`src/hw/logic_slice_pkg.sv`:
```
// constants, types and field layout for the four-slice logic block
//==========================================================================
// Contract
// - slices 0-2 two tables two flops; 3 two tables, no flops
// - memory only slices 0,2 of RAM block
// - set/reset selectable synchronous or asynchronous
// - storage rising, falling or level latch
// - slices 0-2 carry in and carry out
// - slice 3 has no carry connections
// - per-slice enable, set/reset, clock, table inputs
// - bypass and registered outputs per slice
// - slice 1 clock and set/reset control memory
// - write data high pair slice 2, low slice 0
// - write address from slice 1 table inputs
// - table is sixteen-entry programmed truth table
// - two tables muxed into five-input function
// - wider functions cascade through wide inputs
// - two-bit add, subtract, dynamic add/subtract
// - up, down, up/down counters, clear, preload
// - compare ge, ne, le; multiplier building block
// - carry chains; slice 2 drives block carry
// - 16x4 single-port memory over three slices
// - 16x2 pseudo dual-port, companion reads only
// - ROM contents loaded only while configuring
package logic_slice_pkg;

   //=======================================================================
   // register map
   localparam logic [7:0]  OFS_LUT_BASE  = 8'h00;
   localparam logic [7:0]  OFS_MODE_BASE = 8'h20;
   localparam logic [7:0]  OFS_STATUS    = 8'h30;
   localparam logic [7:0]  OFS_CFG       = 8'h34;

   //=======================================================================
   // slice mode register fields
   localparam int          MODE_LSB   = 0;
   localparam int          FUNC_LSB   = 4;
   localparam int          EDGE_LSB   = 8;
   localparam int          ASYNC_BIT  = 10;
   localparam int          SRVAL_BIT  = 11;
   localparam int          MODE_W     = 12;
   localparam int          CFG_ACTIVE_BIT = 0;

   //=======================================================================
   // reset values
   localparam logic [15:0] LUT_RST  = 16'h0000;
   localparam logic [11:0] MODE_RST = 12'h000;
   localparam logic        CFG_RST  = 1'h1;

   typedef enum logic [1:0] {
      MODE_LOGIC  = 2'h0,
      MODE_RIPPLE = 2'h1,
      MODE_RAM    = 2'h2,
      MODE_ROM    = 2'h3
   } mode_t;

   typedef enum logic [3:0] {
      FN_ADD    = 4'h0,
      FN_SUB    = 4'h1,
      FN_ADDSUB = 4'h2,
      FN_UP     = 4'h3,
      FN_DOWN   = 4'h4,
      FN_UPDOWN = 4'h5,
      FN_GE     = 4'h6,
      FN_NE     = 4'h7,
      FN_LE     = 4'h8,
      FN_MULT   = 4'h9
   } func_t;

   typedef enum logic [1:0] {
      EDGE_RISE  = 2'h0,
      EDGE_FALL  = 2'h1,
      EDGE_LATCH = 2'h2
   } edge_t;

   typedef struct packed {
      logic [3:0] table_in_lo;
      logic [3:0] table_in_hi;
      logic       multipurpose_in_lo;
      logic       multipurpose_in_hi;
      logic       clock_enable;
      logic       local_set_reset;
      logic       slice_clock;
   } slice_in_t;

   typedef struct packed {
      logic table_bypass_out_lo;
      logic table_bypass_out_hi;
      logic flop_out_lo;
      logic flop_out_hi;
      logic five_input_mux_out;
      logic wide_mux_out;
   } slice_out_t;

endpackage : logic_slice_pkg

```
`src/hw/logic_slice_block.sv`:
```
// four-slice programmable logic block with a wishbone configuration port
//
// Design decisions made here: the register offsets and the Wishbone interface to the registers.
`timescale 1ns/1ns
module logic_slice_block #(
   parameter bit RAM_CAPABLE = 1'b1
) (
   input  wire logic                            clk_i,
   input  wire logic                            rst_i,
   input  wire logic [7:0]                      wb_adr_i,
   input  wire logic [31:0]                     wb_dat_i,
   input  wire logic [3:0]                      wb_sel_i,
   input  wire logic                            wb_we_i,
   input  wire logic                            wb_cyc_i,
   input  wire logic                            wb_stb_i,
   output logic      [31:0]                     wb_dat_o,
   output logic                                 wb_ack_o,
   input  wire logic_slice_pkg::slice_in_t [3:0] slice_i,
   input  wire logic                            wide_func_in_a_i,
   input  wire logic                            wide_func_in_b_i,
   input  wire logic                            fast_carry_in_i,
   output logic_slice_pkg::slice_out_t [3:0]    slice_o,
   output logic                                 fast_carry_out_o
);

   //=======================================================================
   // helpers
   function automatic logic [31:0] lane_merge(input logic [31:0] old_v,
                                              input logic [31:0] new_v,
                                              input logic [3:0]  sel);
      logic [31:0] r;
      r = old_v;
      for (int i = 0; i < 4; i++) begin
         if (sel[i]) begin
            r[i*8 +: 8] = new_v[i*8 +: 8];
         end
      end
      return r;
   endfunction : lane_merge

   // requests a slice cannot honour fall back to the nearest legal mode
   function automatic logic_slice_pkg::mode_t eff_mode(input int s,
                                                       input logic [1:0] m);
      logic_slice_pkg::mode_t r;
      r = logic_slice_pkg::mode_t'(m);
      if (r == logic_slice_pkg::MODE_RIPPLE && s == 3) begin
         r = logic_slice_pkg::MODE_LOGIC;
      end
      if (r == logic_slice_pkg::MODE_RAM &&
          !(RAM_CAPABLE && (s == 0 || s == 2))) begin
         r = logic_slice_pkg::MODE_ROM;
      end
      return r;
   endfunction : eff_mode

   // returns {carry_out, result[1:0]}
   function automatic logic [2:0] ripple_f(input logic [3:0] fn,
                                           input logic [1:0] a,
                                           input logic [1:0] b,
                                           input logic [1:0] q,
                                           input logic       cin,
                                           input logic       dir);
      logic [2:0] r;
      r = 3'h0;
      case (logic_slice_pkg::func_t'(fn))
         logic_slice_pkg::FN_ADD:
            r = {1'b0, a} + {1'b0, b} + {2'h0, cin};
         logic_slice_pkg::FN_SUB:
            r = {1'b0, a} + {1'b0, ~b} + {2'h0, cin};
         logic_slice_pkg::FN_ADDSUB:
            r = dir ? {1'b0, a} + {1'b0, b} + {2'h0, cin}
                    : {1'b0, a} + {1'b0, ~b} + {2'h0, cin};
         logic_slice_pkg::FN_UP:
            r = {1'b0, q} + {2'h0, cin};
         logic_slice_pkg::FN_DOWN:
            r = {1'b0, q} - {2'h0, cin};
         logic_slice_pkg::FN_UPDOWN:
            r = dir ? {1'b0, q} + {2'h0, cin}
                    : {1'b0, q} - {2'h0, cin};
         logic_slice_pkg::FN_GE: r = {2'h0, a >= b};
         logic_slice_pkg::FN_NE: r = {2'h0, a != b};
         logic_slice_pkg::FN_LE: r = {2'h0, a <= b};
         logic_slice_pkg::FN_MULT:
            r = {1'b0, a & {2{dir}}} + {1'b0, b} + {2'h0, cin};
         default: r = 3'h0;
      endcase
      return r;
   endfunction : ripple_f

   //=======================================================================
   // configuration state
   logic [15:0] lut_ff  [8];
   logic [11:0] mode_ff [4];
   logic        cfg_active_ff;
   logic [31:0] rd_data;
   logic        ack_ff;
   logic [31:0] dat_ff;
   logic        bus_acc;
   logic        is_lut;
   logic        is_mode;

   //=======================================================================
   // slice clock synchronisers: three stages, a change counts once the
   // second and third agree, so a glitch shorter than a cycle is dropped
   logic [3:0]  clk_s1_ff;
   logic [3:0]  clk_s2_ff;
   logic [3:0]  clk_s3_ff;
   logic [3:0]  clk_lvl_ff;
   logic [3:0]  rise_det;
   logic [3:0]  fall_det;

   always_ff @(posedge clk_i) begin
      if (rst_i) begin
         clk_s1_ff  <= 4'h0;
         clk_s2_ff  <= 4'h0;
         clk_s3_ff  <= 4'h0;
         clk_lvl_ff <= 4'h0;
      end else begin
         for (int s = 0; s < 4; s++) begin
            clk_s1_ff[s] <= slice_i[s].slice_clock;
            if (clk_s2_ff[s] == clk_s3_ff[s]) begin
               clk_lvl_ff[s] <= clk_s3_ff[s];
            end
         end
         clk_s2_ff <= clk_s1_ff;
         clk_s3_ff <= clk_s2_ff;
      end
   end

   always_comb begin
      for (int s = 0; s < 4; s++) begin
         rise_det[s] = (clk_s2_ff[s] == clk_s3_ff[s]) &&
                       clk_s3_ff[s] && !clk_lvl_ff[s];
         fall_det[s] = (clk_s2_ff[s] == clk_s3_ff[s]) &&
                       !clk_s3_ff[s] && clk_lvl_ff[s];
      end
   end

   //=======================================================================
   // slice datapath
   logic_slice_pkg::mode_t mode_e [4];
   logic [3:0] f_lo_c;
   logic [3:0] f_hi_c;
   logic [3:0] five_input_mux_out_c;
   logic [3:0] wide_mux_out_c;
   logic [3:0] cin_c;
   logic [3:0] cout_c;
   logic [1:0] d_c   [4];
   logic [1:0] q_ff  [3];
   logic [2:0] rip_c [4];
   logic [3:0] waddr;
   logic [3:0] wdata;
   logic       mem_write_enable;
   logic       mem_write_clock;

   // slice 1 supplies memory control to slices 0 and 2
   assign waddr            = slice_i[1].table_in_lo;
   assign mem_write_enable = slice_i[1].local_set_reset;
   assign mem_write_clock  = rise_det[1];
   assign wdata = {slice_i[2].multipurpose_in_hi,
                   slice_i[2].multipurpose_in_lo,
                   slice_i[0].multipurpose_in_hi,
                   slice_i[0].multipurpose_in_lo};

   always_comb begin
      cin_c[0] = fast_carry_in_i;
      for (int s = 0; s < 4; s++) begin
         mode_e[s] = eff_mode(s, mode_ff[s][logic_slice_pkg::MODE_LSB +: 2]);
         // memory read port is the same table lookup, no clock
         f_lo_c[s] = lut_ff[2*s][slice_i[s].table_in_lo];
         f_hi_c[s] = lut_ff[2*s+1][slice_i[s].table_in_hi];
         five_input_mux_out_c[s] = slice_i[s].multipurpose_in_lo ? f_hi_c[s]
                                                   : f_lo_c[s];
         if (s < 3) begin
            rip_c[s] = ripple_f(
               mode_ff[s][logic_slice_pkg::FUNC_LSB +: 4],
               slice_i[s].table_in_lo[1:0], slice_i[s].table_in_hi[1:0],
               q_ff[s], cin_c[s], slice_i[s].multipurpose_in_lo);
         end else begin
            rip_c[s] = 3'h0;
         end
         if (mode_e[s] != logic_slice_pkg::MODE_RIPPLE) begin
            rip_c[s] = {1'b0, f_hi_c[s], f_lo_c[s]};
         end
         cout_c[s] = rip_c[s][2];
         if (s < 3) begin
            cin_c[s+1] = cout_c[s];
         end
         d_c[s] = rip_c[s][1:0];
         if (mode_e[s] == logic_slice_pkg::MODE_RIPPLE &&
             logic_slice_pkg::func_t'(
                mode_ff[s][logic_slice_pkg::FUNC_LSB +: 4]) ==
             logic_slice_pkg::FN_UPDOWN &&
             slice_i[s].multipurpose_in_hi) begin
            d_c[s] = slice_i[s].table_in_lo[1:0];
         end
      end
      // wide functions: slices 1 and 3 build six inputs, slice 2 seven,
      // slice 0 eight from the neighbouring block's seven-input results
      wide_mux_out_c[1] = slice_i[1].multipurpose_in_hi ? five_input_mux_out_c[1]
                                                : five_input_mux_out_c[0];
      wide_mux_out_c[3] = slice_i[3].multipurpose_in_hi ? five_input_mux_out_c[3]
                                                : five_input_mux_out_c[2];
      wide_mux_out_c[2] = slice_i[2].multipurpose_in_hi ? wide_mux_out_c[3]
                                                : wide_mux_out_c[1];
      wide_mux_out_c[0] = slice_i[0].multipurpose_in_hi ? wide_func_in_b_i
                                                : wide_func_in_a_i;
   end

   //=======================================================================
   // storage elements of slices 0-2; slice 3 has none
   always_ff @(posedge clk_i) begin
      if (rst_i) begin
         for (int s = 0; s < 3; s++) begin
            q_ff[s] <= 2'h0;
         end
      end else begin
         for (int s = 0; s < 3; s++) begin
            logic act;
            logic srv;
            act = 1'b0;
            srv = mode_ff[s][logic_slice_pkg::SRVAL_BIT];
            case (logic_slice_pkg::edge_t'(
                     mode_ff[s][logic_slice_pkg::EDGE_LSB +: 2]))
               logic_slice_pkg::EDGE_RISE:  act = rise_det[s];
               logic_slice_pkg::EDGE_FALL:  act = fall_det[s];
               logic_slice_pkg::EDGE_LATCH: act = clk_lvl_ff[s];
               default:                     act = rise_det[s];
            endcase
            if (slice_i[s].local_set_reset &&
                mode_ff[s][logic_slice_pkg::ASYNC_BIT]) begin
               q_ff[s] <= {2{srv}};
            end else if (act) begin
               if (slice_i[s].local_set_reset) begin
                  q_ff[s] <= {2{srv}};
               end else if (slice_i[s].clock_enable) begin
                  q_ff[s] <= d_c[s];
               end
            end
         end
      end
   end

   //=======================================================================
   // truth tables: bus writes only while configuring; memory writes from
   // the slice 1 clock edge, never during configuration
   always_ff @(posedge clk_i) begin
      if (rst_i) begin
         for (int i = 0; i < 8; i++) begin
            lut_ff[i] <= logic_slice_pkg::LUT_RST;
         end
      end else if (bus_acc && wb_we_i && is_lut && cfg_active_ff) begin
         lut_ff[wb_adr_i[4:2]] <= 16'(lane_merge(
            {16'h0000, lut_ff[wb_adr_i[4:2]]}, wb_dat_i, wb_sel_i));
      end else if (!cfg_active_ff && mem_write_enable &&
                   mem_write_clock) begin
         for (int s = 0; s < 3; s += 2) begin
            if (mode_e[s] == logic_slice_pkg::MODE_RAM) begin
               lut_ff[2*s][waddr]   <= wdata[s];
               lut_ff[2*s+1][waddr] <= wdata[s+1];
            end
         end
      end
   end

   always_ff @(posedge clk_i) begin
      if (rst_i) begin
         for (int s = 0; s < 4; s++) begin
            mode_ff[s] <= logic_slice_pkg::MODE_RST;
         end
         cfg_active_ff <= logic_slice_pkg::CFG_RST;
      end else if (bus_acc && wb_we_i) begin
         if (is_mode) begin
            mode_ff[wb_adr_i[3:2]] <= 12'(lane_merge(
               {20'h00000, mode_ff[wb_adr_i[3:2]]}, wb_dat_i, wb_sel_i));
         end else if (wb_adr_i == logic_slice_pkg::OFS_CFG &&
                      wb_sel_i[0]) begin
            cfg_active_ff <= wb_dat_i[logic_slice_pkg::CFG_ACTIVE_BIT];
         end
      end
   end

   //=======================================================================
   // wishbone slave: one wait state, unmapped reads give zero
   assign bus_acc = wb_cyc_i && wb_stb_i && !ack_ff;
   assign is_lut  = wb_adr_i[7:5] == logic_slice_pkg::OFS_LUT_BASE[7:5];
   assign is_mode = wb_adr_i[7:4] == logic_slice_pkg::OFS_MODE_BASE[7:4];

   always_comb begin
      rd_data = 32'h0000_0000;
      if (is_lut) begin
         rd_data = {16'h0000, lut_ff[wb_adr_i[4:2]]};
      end else if (is_mode) begin
         rd_data = {20'h00000, mode_ff[wb_adr_i[3:2]]};
      end else if (wb_adr_i == logic_slice_pkg::OFS_STATUS) begin
         rd_data = {20'h00000, RAM_CAPABLE, cfg_active_ff, clk_lvl_ff,
                    q_ff[2], q_ff[1], q_ff[0]};
      end else if (wb_adr_i == logic_slice_pkg::OFS_CFG) begin
         rd_data = {31'h0000_0000, cfg_active_ff};
      end
   end

   always_ff @(posedge clk_i) begin
      if (rst_i) begin
         ack_ff <= 1'b0;
         dat_ff <= 32'h0000_0000;
      end else begin
         ack_ff <= bus_acc;
         if (bus_acc && !wb_we_i) begin
            dat_ff <= rd_data;
         end
      end
   end

   assign wb_ack_o = ack_ff;
   assign wb_dat_o = dat_ff;

   //=======================================================================
   // registered slice outputs
   logic [3:0] f_lo_ff;
   logic [3:0] f_hi_ff;
   logic [3:0] five_input_mux_out_ff;
   logic [3:0] wide_mux_out_ff;
   logic       fco_ff;

   always_ff @(posedge clk_i) begin
      if (rst_i) begin
         f_lo_ff <= 4'h0;
         f_hi_ff <= 4'h0;
         five_input_mux_out_ff <= 4'h0;
         wide_mux_out_ff <= 4'h0;
         fco_ff  <= 1'b0;
      end else begin
         for (int s = 0; s < 4; s++) begin
            f_lo_ff[s] <= rip_c[s][0];
            f_hi_ff[s] <= rip_c[s][1];
         end
         five_input_mux_out_ff <= five_input_mux_out_c;
         wide_mux_out_ff <= wide_mux_out_c;
         fco_ff  <= cout_c[2];
      end
   end

   always_comb begin
      for (int s = 0; s < 4; s++) begin
         slice_o[s].table_bypass_out_lo = f_lo_ff[s];
         slice_o[s].table_bypass_out_hi = f_hi_ff[s];
         slice_o[s].five_input_mux_out  = five_input_mux_out_ff[s];
         slice_o[s].wide_mux_out        = wide_mux_out_ff[s];
         slice_o[s].flop_out_lo         = (s < 3) ? q_ff[s % 3][0] : 1'b0;
         slice_o[s].flop_out_hi         = (s < 3) ? q_ff[s % 3][1] : 1'b0;
      end
   end
   assign fast_carry_out_o = fco_ff;
endmodule : logic_slice_block

```
`config.mk`:
```
export PLATFORM = sky130hd
export DESIGN_NAME = logic_slice_block
export DESIGN_NICKNAME = d
export VERILOG_FILES = /design/src/hw/logic_slice_pkg.sv /design/src/hw/logic_slice_block.sv
export SDC_FILE = /design/constraint.sdc
export NUM_CORES = 1
export LEC_CHECK = 0
export BUFFER_PORTS_ARGS = -buffer_cell sky130_fd_sc_hd__buf_2
export CAP_MARGIN = 30
export CORE_AREA = 2 2 192 335
export DETAILED_ROUTE_END_ITERATION = 7
export DIE_AREA = 0 0 194 337
export MAX_ROUTING_LAYER = met4
export SYNTH_ARGS = -nofsm -noshare
export SYNTH_HDL_FRONTEND = slang
export SYNTH_SLANG_ARGS = --single-unit
```
`constraint.sdc`:
```
create_clock -name clk_i -period 5.7 [get_ports clk_i]
set_input_delay 0 -clock clk_i [delete_from_list [all_inputs] [get_ports clk_i]]
set_output_delay 0 -clock clk_i [all_outputs]
set_load 0.005 [all_outputs]
```
; Word-level counts from Yosys, hierarchy flattened
; Memories as Yosys holds them, arrays and structs flattened.
; Index checks and enable logic that the tools add are counted.
[totals]
ff_bits = 67
ramBits = 182
input_bits = 104
out_inout_bits = 58
wordCells = 452
mem_count = 3
[classes]
addsub = 24
order_cmp = 15
n_eq_ne = 55
mux = 208
bitwise_logic = 81
reduce_logical = 49
[memory_table]
columns = name, words, width, read_ports, rd_clocked_by_memory_dff, wr, line_no
row1 = lut_ff, 8, 16, 9, 0, 8, logic_slice_block.sv:92  ; logic [15:0] lut_ff [8];
row2 = mode_ff, 4, 12, 5, 0, 4, logic_slice_block.sv:93  ; logic [11:0] mode_ff [4];
row3 = q_ff, 3, 2, 3, 0, 3, logic_slice_block.sv:149  ; logic [1:0] q_ff [3];
[op_table]
columns = op, count
row1 = two-way mux 1 bit, 145
row2 = case mux 3 bit (10 select lines), 3
row3 = two-way mux 16 bit, 5
row4 = two-way mux 8 bit, 10
row5 = OR 1 bit, 73
row6 = == test 4 x 3 -> 1 bit (second input constant), 12
row7 = < comparator 4 x 5 -> 1 bit (second input constant), 8
row8 = two-way mux 12 bit, 3
row9 = two-way mux 2 bit, 17
row10 = binary-select mux 1 bit (select 4 bit), 8
row11 = logical AND 1 bit, 31
row12 = == test 4 x 2 -> 1 bit (second input constant), 7
row13 = adder 2 x 2 -> 3 bit, 9
row14 = adder 3 x 1 -> 3 bit, 9
row15 = two-way mux 3 bit, 9
row16 = == test 4 bit (second input constant), 6
row17 = == test 8 x 6 -> 1 bit (second input constant), 2
row18 = two-way mux 4 bit, 4
row19 = OR reduction 16 bit, 1
row20 = == test 2 x 1 -> 1 bit (second input constant), 7
row21 = == test 2 bit (second input constant), 7
row22 = == test 4 x 1 -> 1 bit (second input constant), 3
row23 = logical NOT 4 bit, 3
row24 = OR reduction 12 bit, 1
row25 = other kinds (17), 49

; Logic depth before layout (Yosys ltp)
[depth]
depth_word = 16
ltp_mapped = 22
ltp_nobuf = 21

; Least setup slack after synthesis
; Ideal clock, no wire load.
[synth_path]
path_type = input-to-reg
from = in slice_i[9] in the netlist's numbering
to = mem q_ff[2][1] (data pin)
setup_ns = 0.259
arrival_ns = 4.217
setup_slack_ns = 1.224
path_stages = 22
n_path_buf = 1
cell_sequence = buf_6 > inv_1 > fa_1 > fa_1 > nor2_1 > a21oi_1 > a41o_1 > fa_1 > fa_1 > nor2_1 > a21oi_1 > a41o_1 > fa_1 > inv_1 > fa_1 > nand2b_1 > a21o_1 > o21ai_0 > a32oi_1 > o22a_1 > o21ai_1 > a211o_1
[synth_lines]
columns = item, line_no
row1 = from (decl), logic_slice_block.sv:18  ; input wire logic_slice_pkg::slice_in_t [3:0] slice_i,
row2 = to (decl), logic_slice_block.sv:149

==> results.ini <==
[synthesis]
ys_types = 71
synthArstFlopShare_pct = 0
synth_edf_count = 182
yosys_warnings = 0
ys_top_cells_by_count = 185 x nor2_1, 182 x edfxtp_1, 172 x nand2_1
syn_area_per_cell_um2 = 11.2
synthFlopType = edfxtp_1
ys_ff_latch = 233
synth_area_leaders = edfxtp_1 38%, mux4_2 8.5%, dfxtp_1 7.2%
yosysSeqAreaShare_pct = 45.5
syn-cell-area_um2 = 14200
yosys.area.top_type_share_pct = 38.4
syn-instance-count = 1277
yosys.area.top_type = edfxtp_1
yosysMostFrequentCell = nor2_1

[sta]
clock_skew_ns = 0.0444
finalCritPeriodShare_pct = 89.3
slew_headroom_pct = 26.0
setup_viol = 0
max_freq_mhz = 197
fin_crit_ns = 5.09
rsz0062_at_grt = no
final-hold-violation-count = 1
holdWs_ns = -0.00198
finalSetupTns_ns = 0
drv_slew = 0
tightestPinTransition_ns = 1.09

[clock_tree]
cts_tree = yes
cts_root_buffer = clkbuf_16
clkTransAtPathRegs_ns = 0.08
insertion_delay_ns = 0.57
cts_htree_levels = 1
cts-resized-gates = 0
cts_setup_buffers = 0
cts_num_sinks = 233
clockBufferDepth = 3
cts_buffers = 22

[worst_setup_path]
crit_family = compound AO/OA/AOI/OAI gates
arrival_ns = 5.41
cpMostUsedCell = fa_1
required_ns = 6.02
cp.buffers_inverters = 2
path_class = reg2reg
cp_max_fo = 11
path_cells = nor2b_1 > o21ai_0 > nor2_1 > a21oi_1 > a41o_1 > inv_1 > fa_1 > fa_1 > nand2_1 > a41o_1 > inv_1 > fa_1 > fa_1 > nand2_1 > o21ai_0 > a21oi_1 > o22a_1 > o21ai_1 > a211o_1
max_stage_delay_ns = 0.56
slowest_stage = edfxtp_1
startpoint_type = flop
endpoint_kind = flop

[finish]
syn_to_final_growth_pct = 16.6
fillerInstances = 6613
layout.nets = 1549
drive_above_1_share_pct = 20.1

[routing]
wl_per_cell_um = 25.7
drtPass1Iterations = 6
antenna_left = 0
drc = 0
vias_per_cell = 5.11
num_vias = 11300
totalWireLength_mm = 57.0
drt-initial-drc-count = 1278

[die]
start_util_pct = 22.7
pin_count = 162
die_h_um = 337
die_w_um = 194
rows = 122
core_area_um2 = 62900
die-area_um2 = 65400

[global_routing]
grt_pass1_wl_mm = 80.0
grt_overflow = 0
track_usage_pct = 17.5
antenna_found_initial = 10
grt_max_degree = 63
grt_pass1_vias = 11300

[worst_hold_path]
min_path_type = in2reg

[placed_design]
gp_routability_congestion = 0.993
numPortBuffers = 123
dp_hpwl_mm = 44.4

[power_and_ir_drop]
leakagePower_uw = 0.00638
p_per_area_nw_per_um2 = 251
peakVddDrop_mv = 0.214
power_uw = 4170

[outcome]
status = complete, but fails checks
violations = hold timing

[run]
maxCapViolations = 0

[layout make-up]
class,instances,area [um^2],area share [%]
multi-input combinational,909,7100,42.7
clock inverter,14,176,1.06
antenna,9,22.5,0.136
timing repair buffer,167,1020,6.15
tap,806,1010,6.07
sequential,233,6490,39.0
clock buffer,24,568,3.42
inverter,61,229,1.38
[layout by cell type, fill, tap and decap left out, types with 10 or more instances in the layout]
cell,count
nor2_1,184
clkbuf_16,22
dfxtp_1,51
mux2i_1,25
dlygate4sd3_1,32
fa_1,18
inv_1,59
buf_4,11
o21ai_0,28
a21oi_1,28
o22ai_1,37
nand2_1,172
a222oi_1,10
mux2_2,24
conb_1,18
nand2b_1,27
edfxtp_1,182
nor3_1,12
ha_1,33
o21ai_1,18
a211oi_1,25
mux4_1,22
mux4_2,54
nor2b_1,38
buf_2,123
nand3_1,12
[sequential cells by signal, indices dropped and copies added (netlist names), 4 cells and up]
name and cells:
f_lo_ff 4, clk_s1_ff 4, clk_lvl_ff 4, clk_s2_ff 4, lut_ff 128, clk_s3_ff 4, mode_ff 48, f_hi_ff 4
five_input_mux_out_ff 4, wb_dat_o 16, q_ff 6, wide_mux_out_ff 4
[path summary, 6_finish.rpt]
path	from	endpoint	slack, ns	cells past startpoint
setup / recovery	mode_ff[0][4]	q_ff[2][1]	0.61	19
hold / removal	slice_i[35]	q_ff[2][0]	-0.002	2
setup reg to reg	mode_ff[0][4]	q_ff[2][1]	0.61	19
hold reg to reg	clk_s1_ff[0]	clk_s2_ff[0]	0.44	1
[through the flow]
stage / utilization (%) / cell area [um^2] / worst slack, ns / instances / hold WS [ns]
finish: 26.4 / 16600 / 0.612 / 2223 / -0.00198
global placement: 24.7 / 15500 / 0.485 / 2142 / 0.232
detailed placement: 24.7 / 15500 / 0.477 / 2143 / 0.221
CTS: 26.4 / 16600 / 0.618 / 2213 / 0.00134
global route: 26.4 / 16600 / 0.393 / 2223 / 0.00309
floorplan: - / 14300 / 1.22 / 1294 / 0.128
[power by group]
group | switching (uW) | internal, uW | leakage, uW | total, uW
clock | 715 | 867 | 0.000367 | 1580
sequential | 66.0 | 1890 | 0.00230 | 1960
combinational | 383 | 247 | 0.00372 | 630
[worst reg2reg max path: stages (launching register included)]
cell and delay (ns):
edfxtp_1 0.56, nor2b_1 0.25, o21ai_0 0.27, nor2_1 0.08
a21oi_1 0.11, a41o_1 0.28, inv_1 0.13, fa_1 0.44
fa_1 0.40, nand2_1 0.06, a41o_1 0.40, inv_1 0.16
fa_1 0.41, fa_1 0.44, nand2_1 0.06, o21ai_0 0.10
a21oi_1 0.20, o22a_1 0.15, o21ai_1 0.07, a211o_1 0.30
[cells by family after synthesis]
kind of cell / count (synthesis) / synth area share, %
and+or+nand+nor: 485 / 15.1
other: 1 / 0.0263
muxes: 146 / 18.9
buffers and inverters: 152 / 5.17
xor gates and xnor gates: 1 / 0.0615
DFF: 233 / 45.5
AOI/OAI and AO/OA: 208 / 9.84
adders and majority gates: 51 / 5.43
[what timing repair did]
| action | 4_1_cts | 5_1_grt |
|---|---|---|
| hold buffers | 32 | 0 |
| hold endpoints to repair | 57 | 0 |
| endpoints found under the setup margin | 0 | 0 |
[per-layer routing]
layer  track usage, %  wire length, um  vias up
li1                 -                -     4888
met1             16.1            17700     5675
met2             31.3            29400      582
met3             2.91             3690      204
met4             15.5             6220        0
met5                -                0        -
Power figures use the tool's default switching activity.
